<file path="src/hdl/ocr_pkg.sv">
/*
 * Shared constants for the output coding and reference detect block:
 * APB register offsets, field positions, reset values and timing counts.
 * Assumes a 100 MHz REF_CLK and a 32-bit APB master.
 */
// Contract
// Unipolar coding is straight binary, zero gives zeros
// Bipolar is offset binary, zero gives MSB only
// Polarity changes coding and calibration points only
// Polarity applies to currently selected channel
// Both burnout currents switch together; zero disables
// Burnout currents route to selected input pair
// Flag set when reference low or open
// Missing reference forces all-ones conversion result
// Missing reference blocks calibration coefficient update
// Host checks flag on all-ones or calibration
// High reference select picks 5 V over 2.5 V
// Positive full scale gives all ones, both codings
package ocr_pkg;
	localparam int OCR_DATA_W = 24;                 // Result width
	localparam int OCR_CHAN_W = 3;                  // Channel select width
	// Register byte offsets
	localparam logic [7:0] OCR_MODE_OFS   = 8'h00;  // Mode / control
	localparam logic [7:0] OCR_STATUS_OFS = 8'h04;  // Status
	localparam logic [7:0] OCR_DATA_OFS   = 8'h08;  // Conversion result
	localparam logic [7:0] OCR_OFFCAL_OFS = 8'h0c;  // Offset coefficient
	localparam logic [7:0] OCR_GAINCAL_OFS = 8'h10; // Gain coefficient
	// Mode register fields
	localparam int OCR_UNIPOLAR_BIT = 0;            // 1 = unipolar
	localparam int OCR_BURNOUT_BIT  = 1;            // Burnout enable
	localparam int OCR_HIGH_REFERENCE_SELECT_BIT    = 2;            // High reference
	localparam int OCR_CHAN_LSB     = 4;            // Channel field
	localparam int OCR_MODE_LSB     = 8;            // Operating mode
	localparam int OCR_MODE_W       = 2;
	// Status register fields
	localparam int OCR_REFMISS_BIT  = 0;            // Reference missing
	localparam int OCR_READY_BIT    = 1;            // New result
	// Operating modes
	localparam logic [1:0] OCR_OP_IDLE    = 2'h0;
	localparam logic [1:0] OCR_OP_CONVERT = 2'h1;
	localparam logic [1:0] OCR_OP_OFFCAL  = 2'h2;
	localparam logic [1:0] OCR_OP_GAINCAL = 2'h3;
	// Reset values
	localparam logic [31:0] OCR_MODE_RST  = 32'h0000_0000;
	localparam logic [23:0] OCR_GAIN_RST  = 24'h80_0000;
	// Reference detect filter: the comparator must agree this long
	localparam int OCR_REF_FILT_NS = 100;
	localparam int OCR_CLK_NS      = 10;
	localparam int OCR_REF_FILT_CYC =
		(OCR_REF_FILT_NS + OCR_CLK_NS - 1) / OCR_CLK_NS;
endpackage : ocr_pkg

</file>
<file path="src/hdl/ocr_coder.sv">
/*
 * Result coder: maps a signed modulator/filter sample onto the
 * unipolar or bipolar output word. Assumes the filter delivers a
 * two's complement value scaled to full scale of the selected range.
 */
`timescale 1ns/1ps
module ocr_coder
	import ocr_pkg::*;
#(
	parameter int W = OCR_DATA_W
) (
	input  wire logic         unipolar,    // 1 = straight binary
	input  wire logic [W-1:0] sample,      // Signed filtered value
	output logic      [W-1:0] code         // Coded result word
);
	// Unipolar: negative inputs clamp to zero, positive doubled
	logic         neg;                     // Sample below zero
	logic [W-1:0] uni_code;                // Straight binary form
	logic [W-1:0] bip_code;                // Offset binary form
	assign neg      = sample[W-1];
	assign uni_code = neg ? '0 : {sample[W-2:0], sample[W-2]};
	// Offset binary is two's complement with the MSB inverted
	assign bip_code = {~sample[W-1], sample[W-2:0]};
	// Coding choice leaves the sample path untouched
	assign code = unipolar ? uni_code : bip_code;
endmodule : ocr_coder

</file>
<file path="src/hdl/ocr_top.sv">
/*
 * Output coding, burnout control and reference detect for a sigma-delta
 * converter, with an APB register slave. Assumes the filter supplies
 * signed samples with a strobe, and that the reference comparator and
 * open-circuit detectors deliver levels synchronous to REF_CLK.
 */
// Local design decisions: the register addresses and the APB register port.
`timescale 1ns/1ps
module ocr_top
	import ocr_pkg::*;
#(
	parameter int W  = OCR_DATA_W,
	parameter int CW = OCR_CHAN_W
) (
	input  wire logic          REF_CLK,        // 100 MHz clock
	input  wire logic          RST_B,          // Async reset, low
	input  wire logic          PSEL,           // APB select
	input  wire logic          PENABLE,        // APB access phase
	input  wire logic          PWRITE,         // APB direction
	input  wire logic [7:0]    PADDR,          // APB byte address
	input  wire logic [31:0]   PWDATA,         // APB write data
	input  wire logic [3:0]    PSTRB,          // APB byte strobes
	output logic               PREADY,         // APB ready
	output logic [31:0]        PRDATA,         // APB read data
	output logic               PSLVERR,        // APB error
	input  wire logic          SAMPLE_VALID,   // Filter result strobe
	input  wire logic [W-1:0]  SAMPLE,         // Signed filter result
	input  wire logic          CAL_DONE,       // Calibration finished
	input  wire logic [W-1:0]  CAL_VALUE,      // New coefficient
	input  wire logic          REF_LOW,        // Ref below 0.3 V
	input  wire logic          REF_POS_OPEN,   // Positive ref open
	input  wire logic          REF_NEG_OPEN,   // Negative ref open
	output logic               BURNOUT_SOURCE, // Source current on
	output logic               BURNOUT_SINK,   // Sink current on
	output logic [CW-1:0]      BURNOUT_CHAN,   // Pair for currents
	output logic [CW-1:0]      CHAN_SELECT,    // Converted channel
	output logic               HIGH_REF_SEL,   // 1 = 5 V reference
	output logic               UNIPOLAR,       // Coding/cal points
	output logic [1:0]         OP_MODE         // Operating mode
);
	// Operating state machine, one-hot
	typedef enum logic [3:0] {
		ST_IDLE    = 4'b0001,
		ST_CONVERT = 4'b0010,
		ST_OFFCAL  = 4'b0100,
		ST_GAINCAL = 4'b1000
	} ocr_state_type;

	logic [31:0]   mode_reg;          // Software control word
	logic [W-1:0]  data_reg;          // Conversion result
	logic [W-1:0]  offcal_reg;        // Offset coefficient
	logic [W-1:0]  gaincal_reg;       // Gain coefficient
	logic          ready;             // New result flag
	logic          ref_missing;       // Reference missing flag
	logic [7:0]    ref_cnt;           // Bad-reference filter
	logic          cal_fault;         // Ref lost during calibration
	ocr_state_type state;             // Current operation
	ocr_state_type next_state;        // Decoded operation
	logic [W-1:0]  coded;             // Coder output

	// Decoded bus strobes
	wire logic     wr_en = PSEL & PENABLE & PWRITE;
	wire logic     rd_en = PSEL & PENABLE & ~PWRITE;
	wire logic     addr_ok;
	wire logic     ref_bad = REF_LOW | REF_POS_OPEN | REF_NEG_OPEN;
	wire logic     conv_upd = SAMPLE_VALID & (state == ST_CONVERT);
	wire logic     cal_upd = CAL_DONE & ~cal_fault & ~ref_missing;

	// Address decode used for the error only; the read mux decodes PADDR itself
	function automatic logic ocr_mapped(input logic [7:0] a);
		ocr_mapped = (a == OCR_MODE_OFS) || (a == OCR_STATUS_OFS) ||
			(a == OCR_DATA_OFS) || (a == OCR_OFFCAL_OFS) ||
			(a == OCR_GAINCAL_OFS);
	endfunction : ocr_mapped

	assign addr_ok = ocr_mapped(PADDR);

	// Zero wait state slave; unmapped or unaligned gives an error
	assign PREADY  = 1'b1;
	assign PSLVERR = PSEL & PENABLE & ~addr_ok;

	// Software fields driving the analog side
	assign UNIPOLAR     = mode_reg[OCR_UNIPOLAR_BIT];
	assign HIGH_REF_SEL = mode_reg[OCR_HIGH_REFERENCE_SELECT_BIT];
	assign CHAN_SELECT  = mode_reg[OCR_CHAN_LSB +: CW];
	// Both currents come from one bit, so they can never differ
	assign BURNOUT_SOURCE = mode_reg[OCR_BURNOUT_BIT];
	assign BURNOUT_SINK   = mode_reg[OCR_BURNOUT_BIT];
	assign BURNOUT_CHAN   = mode_reg[OCR_CHAN_LSB +: CW];
	assign OP_MODE        = mode_reg[OCR_MODE_LSB +: OCR_MODE_W];

	// Coder follows the channel's polarity setting
	ocr_coder #(
		.W(W)
	) u_coder (
		.unipolar (UNIPOLAR),
		.sample   (SAMPLE),
		.code     (coded)
	);

	// Mode decode into operating state
	always_comb begin
		case (OP_MODE)
			OCR_OP_CONVERT: next_state = ST_CONVERT;
			OCR_OP_OFFCAL:  next_state = ST_OFFCAL;
			OCR_OP_GAINCAL: next_state = ST_GAINCAL;
			default:        next_state = ST_IDLE;
		endcase
	end

	// State register
	always_ff @(posedge REF_CLK or negedge RST_B) begin
		if (!RST_B) begin
			state <= ST_IDLE;
		end else begin
			state <= next_state;
		end
	end

	// Mode register with byte strobes
	always_ff @(posedge REF_CLK or negedge RST_B) begin
		if (!RST_B) begin
			mode_reg <= OCR_MODE_RST;
		end else if (wr_en && PADDR == OCR_MODE_OFS) begin
			for (int i = 0; i < 4; i++) begin
				if (PSTRB[i]) begin
					mode_reg[8*i +: 8] <= PWDATA[8*i +: 8];
				end
			end
		end
	end

	// Reference filter: glitches shorter than the filter are ignored
	always_ff @(posedge REF_CLK or negedge RST_B) begin
		if (!RST_B) begin
			ref_cnt <= '0;
		end else if (!ref_bad) begin
			ref_cnt <= '0;
		end else if (ref_cnt < 8'(OCR_REF_FILT_CYC)) begin
			ref_cnt <= ref_cnt + 8'h01;
		end
	end

	// Flag follows the filtered detector level
	always_ff @(posedge REF_CLK or negedge RST_B) begin
		if (!RST_B) begin
			ref_missing <= 1'b0;
		end else if (ref_bad && ref_cnt >= 8'(OCR_REF_FILT_CYC - 1)) begin
			ref_missing <= 1'b1;
		end else if (!ref_bad) begin
			ref_missing <= 1'b0;
		end
	end

	// Any loss during a calibration spoils that calibration
	always_ff @(posedge REF_CLK or negedge RST_B) begin
		if (!RST_B) begin
			cal_fault <= 1'b0;
		end else if (state != ST_OFFCAL && state != ST_GAINCAL) begin
			cal_fault <= 1'b0;
		end else if (ref_missing) begin
			cal_fault <= 1'b1;
		end
	end

	// Result register; all ones marks a missing reference
	always_ff @(posedge REF_CLK or negedge RST_B) begin
		if (!RST_B) begin
			data_reg <= '0;
		end else if (conv_upd) begin
			data_reg <= ref_missing ? '1 : coded;
		end
	end

	// Ready flag: new result sets, data read clears; set wins
	always_ff @(posedge REF_CLK or negedge RST_B) begin
		if (!RST_B) begin
			ready <= 1'b0;
		end else if (conv_upd) begin
			ready <= 1'b1;
		end else if (rd_en && PADDR == OCR_DATA_OFS) begin
			ready <= 1'b0;
		end
	end

	// Coefficients load only from a clean calibration
	always_ff @(posedge REF_CLK or negedge RST_B) begin
		if (!RST_B) begin
			offcal_reg  <= '0;
			gaincal_reg <= OCR_GAIN_RST;
		end else if (cal_upd && state == ST_OFFCAL) begin
			offcal_reg <= CAL_VALUE;
		end else if (cal_upd && state == ST_GAINCAL) begin
			gaincal_reg <= CAL_VALUE;
		end
	end

	// Read mux; unused bits read as zero
	logic [31:0] rd_mux;
	always_comb begin
		rd_mux = 32'h0000_0000;
		case (PADDR)
			OCR_MODE_OFS:    rd_mux = mode_reg;
			OCR_STATUS_OFS: begin
				rd_mux[OCR_REFMISS_BIT] = ref_missing;
				rd_mux[OCR_READY_BIT]   = ready;
			end
			OCR_DATA_OFS:    rd_mux[W-1:0] = data_reg;
			OCR_OFFCAL_OFS:  rd_mux[W-1:0] = offcal_reg;
			OCR_GAINCAL_OFS: rd_mux[W-1:0] = gaincal_reg;
			default:         rd_mux = 32'h0000_0000;
		endcase
	end

	// Read data registered at the edge that ends the setup phase
	always_ff @(posedge REF_CLK or negedge RST_B) begin
		if (!RST_B) begin
			PRDATA <= 32'h0000_0000;
		end else if (PSEL && !PENABLE && !PWRITE) begin
			PRDATA <= rd_mux;
		end
	end
endmodule : ocr_top

</file>
<file path="config.mk">
export PLATFORM = sky130hd
export DESIGN_NAME = ocr_top
export DESIGN_NICKNAME = d
export VERILOG_FILES = /design/src/hdl/ocr_pkg.sv /design/src/hdl/ocr_coder.sv /design/src/hdl/ocr_top.sv
export SDC_FILE = /design/constraint.sdc
export NUM_CORES = 1
export LEC_CHECK = 0
export ABC_AREA = 1
export CAP_MARGIN = 5
export CORE_UTILIZATION = 34
export DETAILED_ROUTE_END_ITERATION = 16
export DONT_BUFFER_PORTS = 1
export GPL_TIMING_DRIVEN = 0
export SLEW_MARGIN = 0
export SYNTH_ARGS = -nofsm -noshare
export SYNTH_HDL_FRONTEND = slang
export SYNTH_SLANG_ARGS = --single-unit
</file>
<file path="constraint.sdc">
create_clock -name REF_CLK -period 2.15 [get_ports REF_CLK]
set_clock_uncertainty 0.15 [all_clocks]
set_input_delay 0.3225 -clock REF_CLK [delete_from_list [all_inputs] [get_ports REF_CLK]]
set_output_delay 0.3225 -clock REF_CLK [all_outputs]
set_load 0.1 [all_outputs]
</file>
Word-level counts from Yosys, hierarchy flattened
Cells that the tools add are included.
Operators by class
  add/subtract/negate cells: 1
  multipliers: 0
  divide/modulo/power cells: 0
  $lt $le $gt $ge: 2
  equality and inequality tests: 14
  shift-type cells: 0
  mux-type cells: 15
  bitwise gates (word level): 15
  reduce and logical (&&, ||, !) cells: 22
Operators with widths (count)
  case mux 22 bit (4 select lines): 1
  two-way mux 24 bit: 3
  two-way mux 8 bit: 3
  equality test 8 x 4 -> 1 bit, second input constant: 2
  case mux 4 bit (3 select lines): 1
  case mux 2 bit (5 select lines): 1
  AND reduction 2 bit: 5
  adder 8 x 1 -> 8 bit, second input constant: 1
  equality test 8 x 3 -> 1 bit, second input constant: 1
  equality test 8 x 5 -> 1 bit, second input constant: 1
  greater-or-equal comparator 8 x 4 -> 1 bit, second input constant: 1
  logical AND 1 bit: 8
  zero test 8 bit: 1
  < comparator 8 x 4 -> 1 bit, second input constant: 1
  AND 1 bit: 7
  two-way mux 1 bit: 6
  NOT 1 bit: 6
  equality test 2 bit, second input constant: 2
  equality test 4 x 2 -> 1 bit, second input constant: 1
  equality test 4 x 3 -> 1 bit, second input constant: 1
  equality test 4 bit, second input constant: 1
  logical OR 1 bit: 4
  inequality test 2 x 1 -> 1 bit, second input constant: 2
  inequality test 4 x 3 -> 1 bit, second input constant: 1
  other kinds (5): 8
Storage, ports and cells
  register bits after elaboration: 151
  latch bits: 0
  bits in writable memories: 0
  ROM bits: 0
  output and inout bits: 46
  logic and storage cells: 82
  memories: 0

Logic depth before layout (Yosys ltp)
  depth after elaboration: 7
  depth in mapped cells: 8
  gate-level depth less buffers: 7

Cells and area by module
Synthesis repeated with hierarchy kept, for this count alone.
Second synthesis, totals
  cell total of the unflattened synthesis: 917
  area total of the unflattened synthesis: 7437.1 µm²
By module, submodules not included
  ocr_top: instances 1, cells an instance 838, area an instance 7086.8 µm², sequential area each 3781.1 µm²
  ocr_coder: instances 1, cells an instance 79, area an instance 350.3 µm², sequential area each 0.0 µm²

Least setup slack after synthesis
No wires, ideal clock.
  kind: input-to-output
  start point: input PADDR[1]
  end point: output PSLVERR
  arrival time: 2910 ps
  setup slack: -1232 ps
  cell stages on the path: 7
  buffers on the path: 1
  path through: nor2_1 -> nand2_2 -> inv_1 -> buf_2 -> nand3_1 -> nand3_1 -> nor3_1
On the way
  longest elaborated chain between the ends: 7
Ends and longest elaborated chain
  start: declaration: RTL line ocr_top.sv:20  | input wire logic [7:0] PADDR,
  equality test 8 x 3 -> 1 bit or zero test 8 bit (tied branches): RTL line ocr_top.sv:71  | ocr_mapped = (a == OCR_MODE_OFS) || (a == OCR_STATUS_OFS) ||
  logical OR 1 bit (2 in a row): RTL line ocr_top.sv:71
  logical OR 1 bit: RTL line ocr_top.sv:72  | (a == OCR_DATA_OFS) || (a == OCR_OFFCAL_OFS) ||
  logical OR 1 bit *: RTL line ocr_top.sv:72
  NOT 1 bit *: RTL line ocr_top.sv:80  | assign PSLVERR = PSEL & PENABLE & ~addr_ok;
  AND 1 bit *: RTL line ocr_top.sv:80
  end: declaration: RTL line ocr_top.sv:25  | output logic PSLVERR,
Every way passes the cells marked *; elsewhere a longest branch is shown, timed or not.

Worst setup path in the final report
  start point: input PADDR[0]
  end point: output PSLVERR
The elaborated chain is that of the path after synthesis.

==> flow_summary.yaml <==
worst_setup_path:
  reg2reg_to: "data_reg[12]"
  cp_max_fo: 16
  crit_path_start_kind: "input port"
  cp.required_ns: 1.68
  cp_data_arrival_time_ns: 1.62
  r2r_cells: 5
  setup.worst_path.start: "PADDR[0]"
  r2r-start: "mode_reg[0]"
  critPathCaptureType: "output pin"
  path_class: "input port to output pin"
  ff2ff_setup_slack_ns: 0.17
routing:
  num_vias: 6251
  routed_wl_um: 21000
  antenna_left: 0
  drt-vias-per-instance: 4.83
  wl_per_cell_um: 16.2
  drc: 0
  firstDrtPassIters: 5
  drt_iter0_markers: 458
synth:
  yosysMostFrequentCell: "nand2_1"
  synth.yosys.warnings: 0
  synthTopCellsByArea: "dfrtp_1 51%, nand2_1 14%, nand3_1 5.9%"
  synthArstFlopShare_pct: 100
  synth.distinct_cells: 30
  synth-edff-count: 0
  synth_cells: 902
  ys_seq_area_share_pct: 51.5
  synth_flop_cell: "dfrtp_1"
  syn_area_um2: 7340
  synth_top_area_share_pct: 50.8
  synth_common_cells: "283 x nand2_1, 149 x dfrtp_1, 109 x inv_1, 86 x nand3_1, 75 x o21ai_0"
  yosys.area.top_type: "dfrtp_1"
  ys_seq_elements: 151
  syn-num-nets: 1007
  post_synth.cell_area_avg_um2: 8.13
sta:
  finalWorstSetupSlack_ns: 0.0605
  min_period_ns: 2.09
  tns_ns: 0
  finalHoldViolCount: 151
  finalSetupViolCount: 0
  relSlewSlack_pct: 28.3
  tightest_slew_ns: 1.07
  clock.fmax_ghz: 0.479
  slew_viol_final: 0
  grt_setup_unrepaired: "no"
  post-route-period-util_pct: 97.2
  fin_hold_ws_ns: -0.567
layout:
  multi_input_area_um2: 2840
  seq_area_um2: 3790
  finish.utilization_pct: 43.5
  layout.nets: 1111
  fillers: 2173
  layout.cells.non_filler: 1295
  drive_above_1_share_pct: 13.1
  synthToLayoutAreaGrowth_pct: 25.0
clock_network:
  numClockSinks: 151
  cts_root_buf: "clkbuf_16"
  clock_path_buffers: 2
  clock_latency_ns: 0.43
  path_clk_slew_ns: 0.07
  cts_buffers: 17
  cts_max_level: 4
  cts_tree: "done"
  cts_hold_buf: 87
placement:
  placed_cells: 1177
  io_buffers: 0
  place_ws_ns: -0.318
  gp_congestion: 0.822
  dpl.hpwl_um: 14700
run_status:
  violations: "hold timing"
  status: "finished with violations"
floorplanning:
  die_width_um: 149
  fp-row-count: 53
  fp.dieH_um: 149
  core_um2: 21100
  die_area_um2: 22200
  io_pins: 148
  start_util_pct: 34.8
grt:
  grt_use_total_pct: 19.8
  grt_pass1_wl_um: 33100
  antenna_found_initial: 1
  grt_pass1_vias: 6176
  grt-ovfl-total: 0
  grt_max_degree: 152
power:
  p_leak_nw: 4.88
  ir_drop_v: 0.000420
  power_density_nw_per_um2: 706
  power.total_mw: 6.47
flow_run:
  maxCapViolations: 0
worst_hold_path:
  hold_path.class: "input port to asynchronous set/reset pin"
## where the power goes
| group | total, mW | internal, mW | leakage (nW) | switching [mW] |
|---|---|---|---|---|
| combinational | 0.583 | 0.223 | 2.53 | 0.360 |
| sequential | 3.00 | 2.90 | 2.08 | 0.0957 |
| clock | 2.89 | 1.53 | 0.270 | 1.36 |
| total | 6.47 | 4.65 | 4.88 | 1.82 |
## layout make-up
cell class / instances / area share [%]
flip-flops and latches: 151 / 41.3
multi-input cells: 581 / 30.9
repair buffers: 89 / 9.66
clock buffers: 18 / 4.68
inverters: 111 / 4.60
well taps: 275 / 3.75
plain buffers: 55 / 3.67
clock inverters: 14 / 1.38
diodes: 1 / 0.0273
## stage by stage
step / hold slack, ns / instance area (um^2)
floorplan: -0.123 / 7350
global placement: -0.113 / 7690
detailed placement: -0.117 / 7690
CTS: -0.581 / 9150
global route: -0.589 / 9170
finish: -0.567 / 9170
## routing by layer
layer  wire, um  global-route usage (%)  vias to the layer above
met5          0                       0                        -
met4        388                    6.48                        0
met3       1450                    4.89                       25
met2       9960                    31.3                      173
met1       9190                    26.6                     2989
li1           -                       -                     3064
## worst max-delay path, cell delays in order
cell,delay (ns)
inv_1,0.03
nand2_2,0.12
nor2_4,0.12
nand2_4,0.10
nand3_2,0.10
nor3_4,0.82
## cell families (layout without fill, tap and decap cells)
group           Yosys count  in the layout  synth area share (%)
other cells               1              2                0.0511
flops                   151            151                  51.5
fa+ha+maj                 3              3                 0.512
compound gates          160            160                  12.9
buf+inv                 170            287                  10.5
simple gates            417            417                  24.4
## placed cells by master, fill, tap and decap left out, types with 9 or more instances in the layout
cell | synthesis | final
nor2_1 | 24 | 23
dlygate4sd3_1 | 0 | 87
o21ai_2 | 32 | 32
buf_6 | 9 | 9
o21ai_1 | 22 | 22
buf_2 | 22 | 18
dfrtp_1 | 149 | 147
clkbuf_16 | 0 | 17
a21oi_1 | 10 | 10
inv_1 | 109 | 108
o22ai_1 | 20 | 20
o21ai_0 | 75 | 75
clkbuf_1 | 17 | 17
nand3_1 | 86 | 84
buf_4 | 10 | 12
nand2_1 | 283 | 280
## worst max-delay path by stage
stage | cells past startpoint | end | slack (ns)
after floorplan | 7 | PSLVERR | 0.006
after global placement | 7 | PSLVERR | -0.29
after detailed placement | 7 | PSLVERR | -0.32
after CTS | 6 | PSLVERR | -0.09
after global routing | 6 | PSLVERR | 0.008
final | 6 | PSLVERR | 0.06
## repair_timing
action | in CTS | in global routing
endpoints found under the setup margin | 22 | 11
setup buffers | 2 | 0
gates resized for setup | 10 | 12
pin swaps | 3 | 4
hold endpoints to repair | 240 | 151
(Power assumes the default switching activity.)
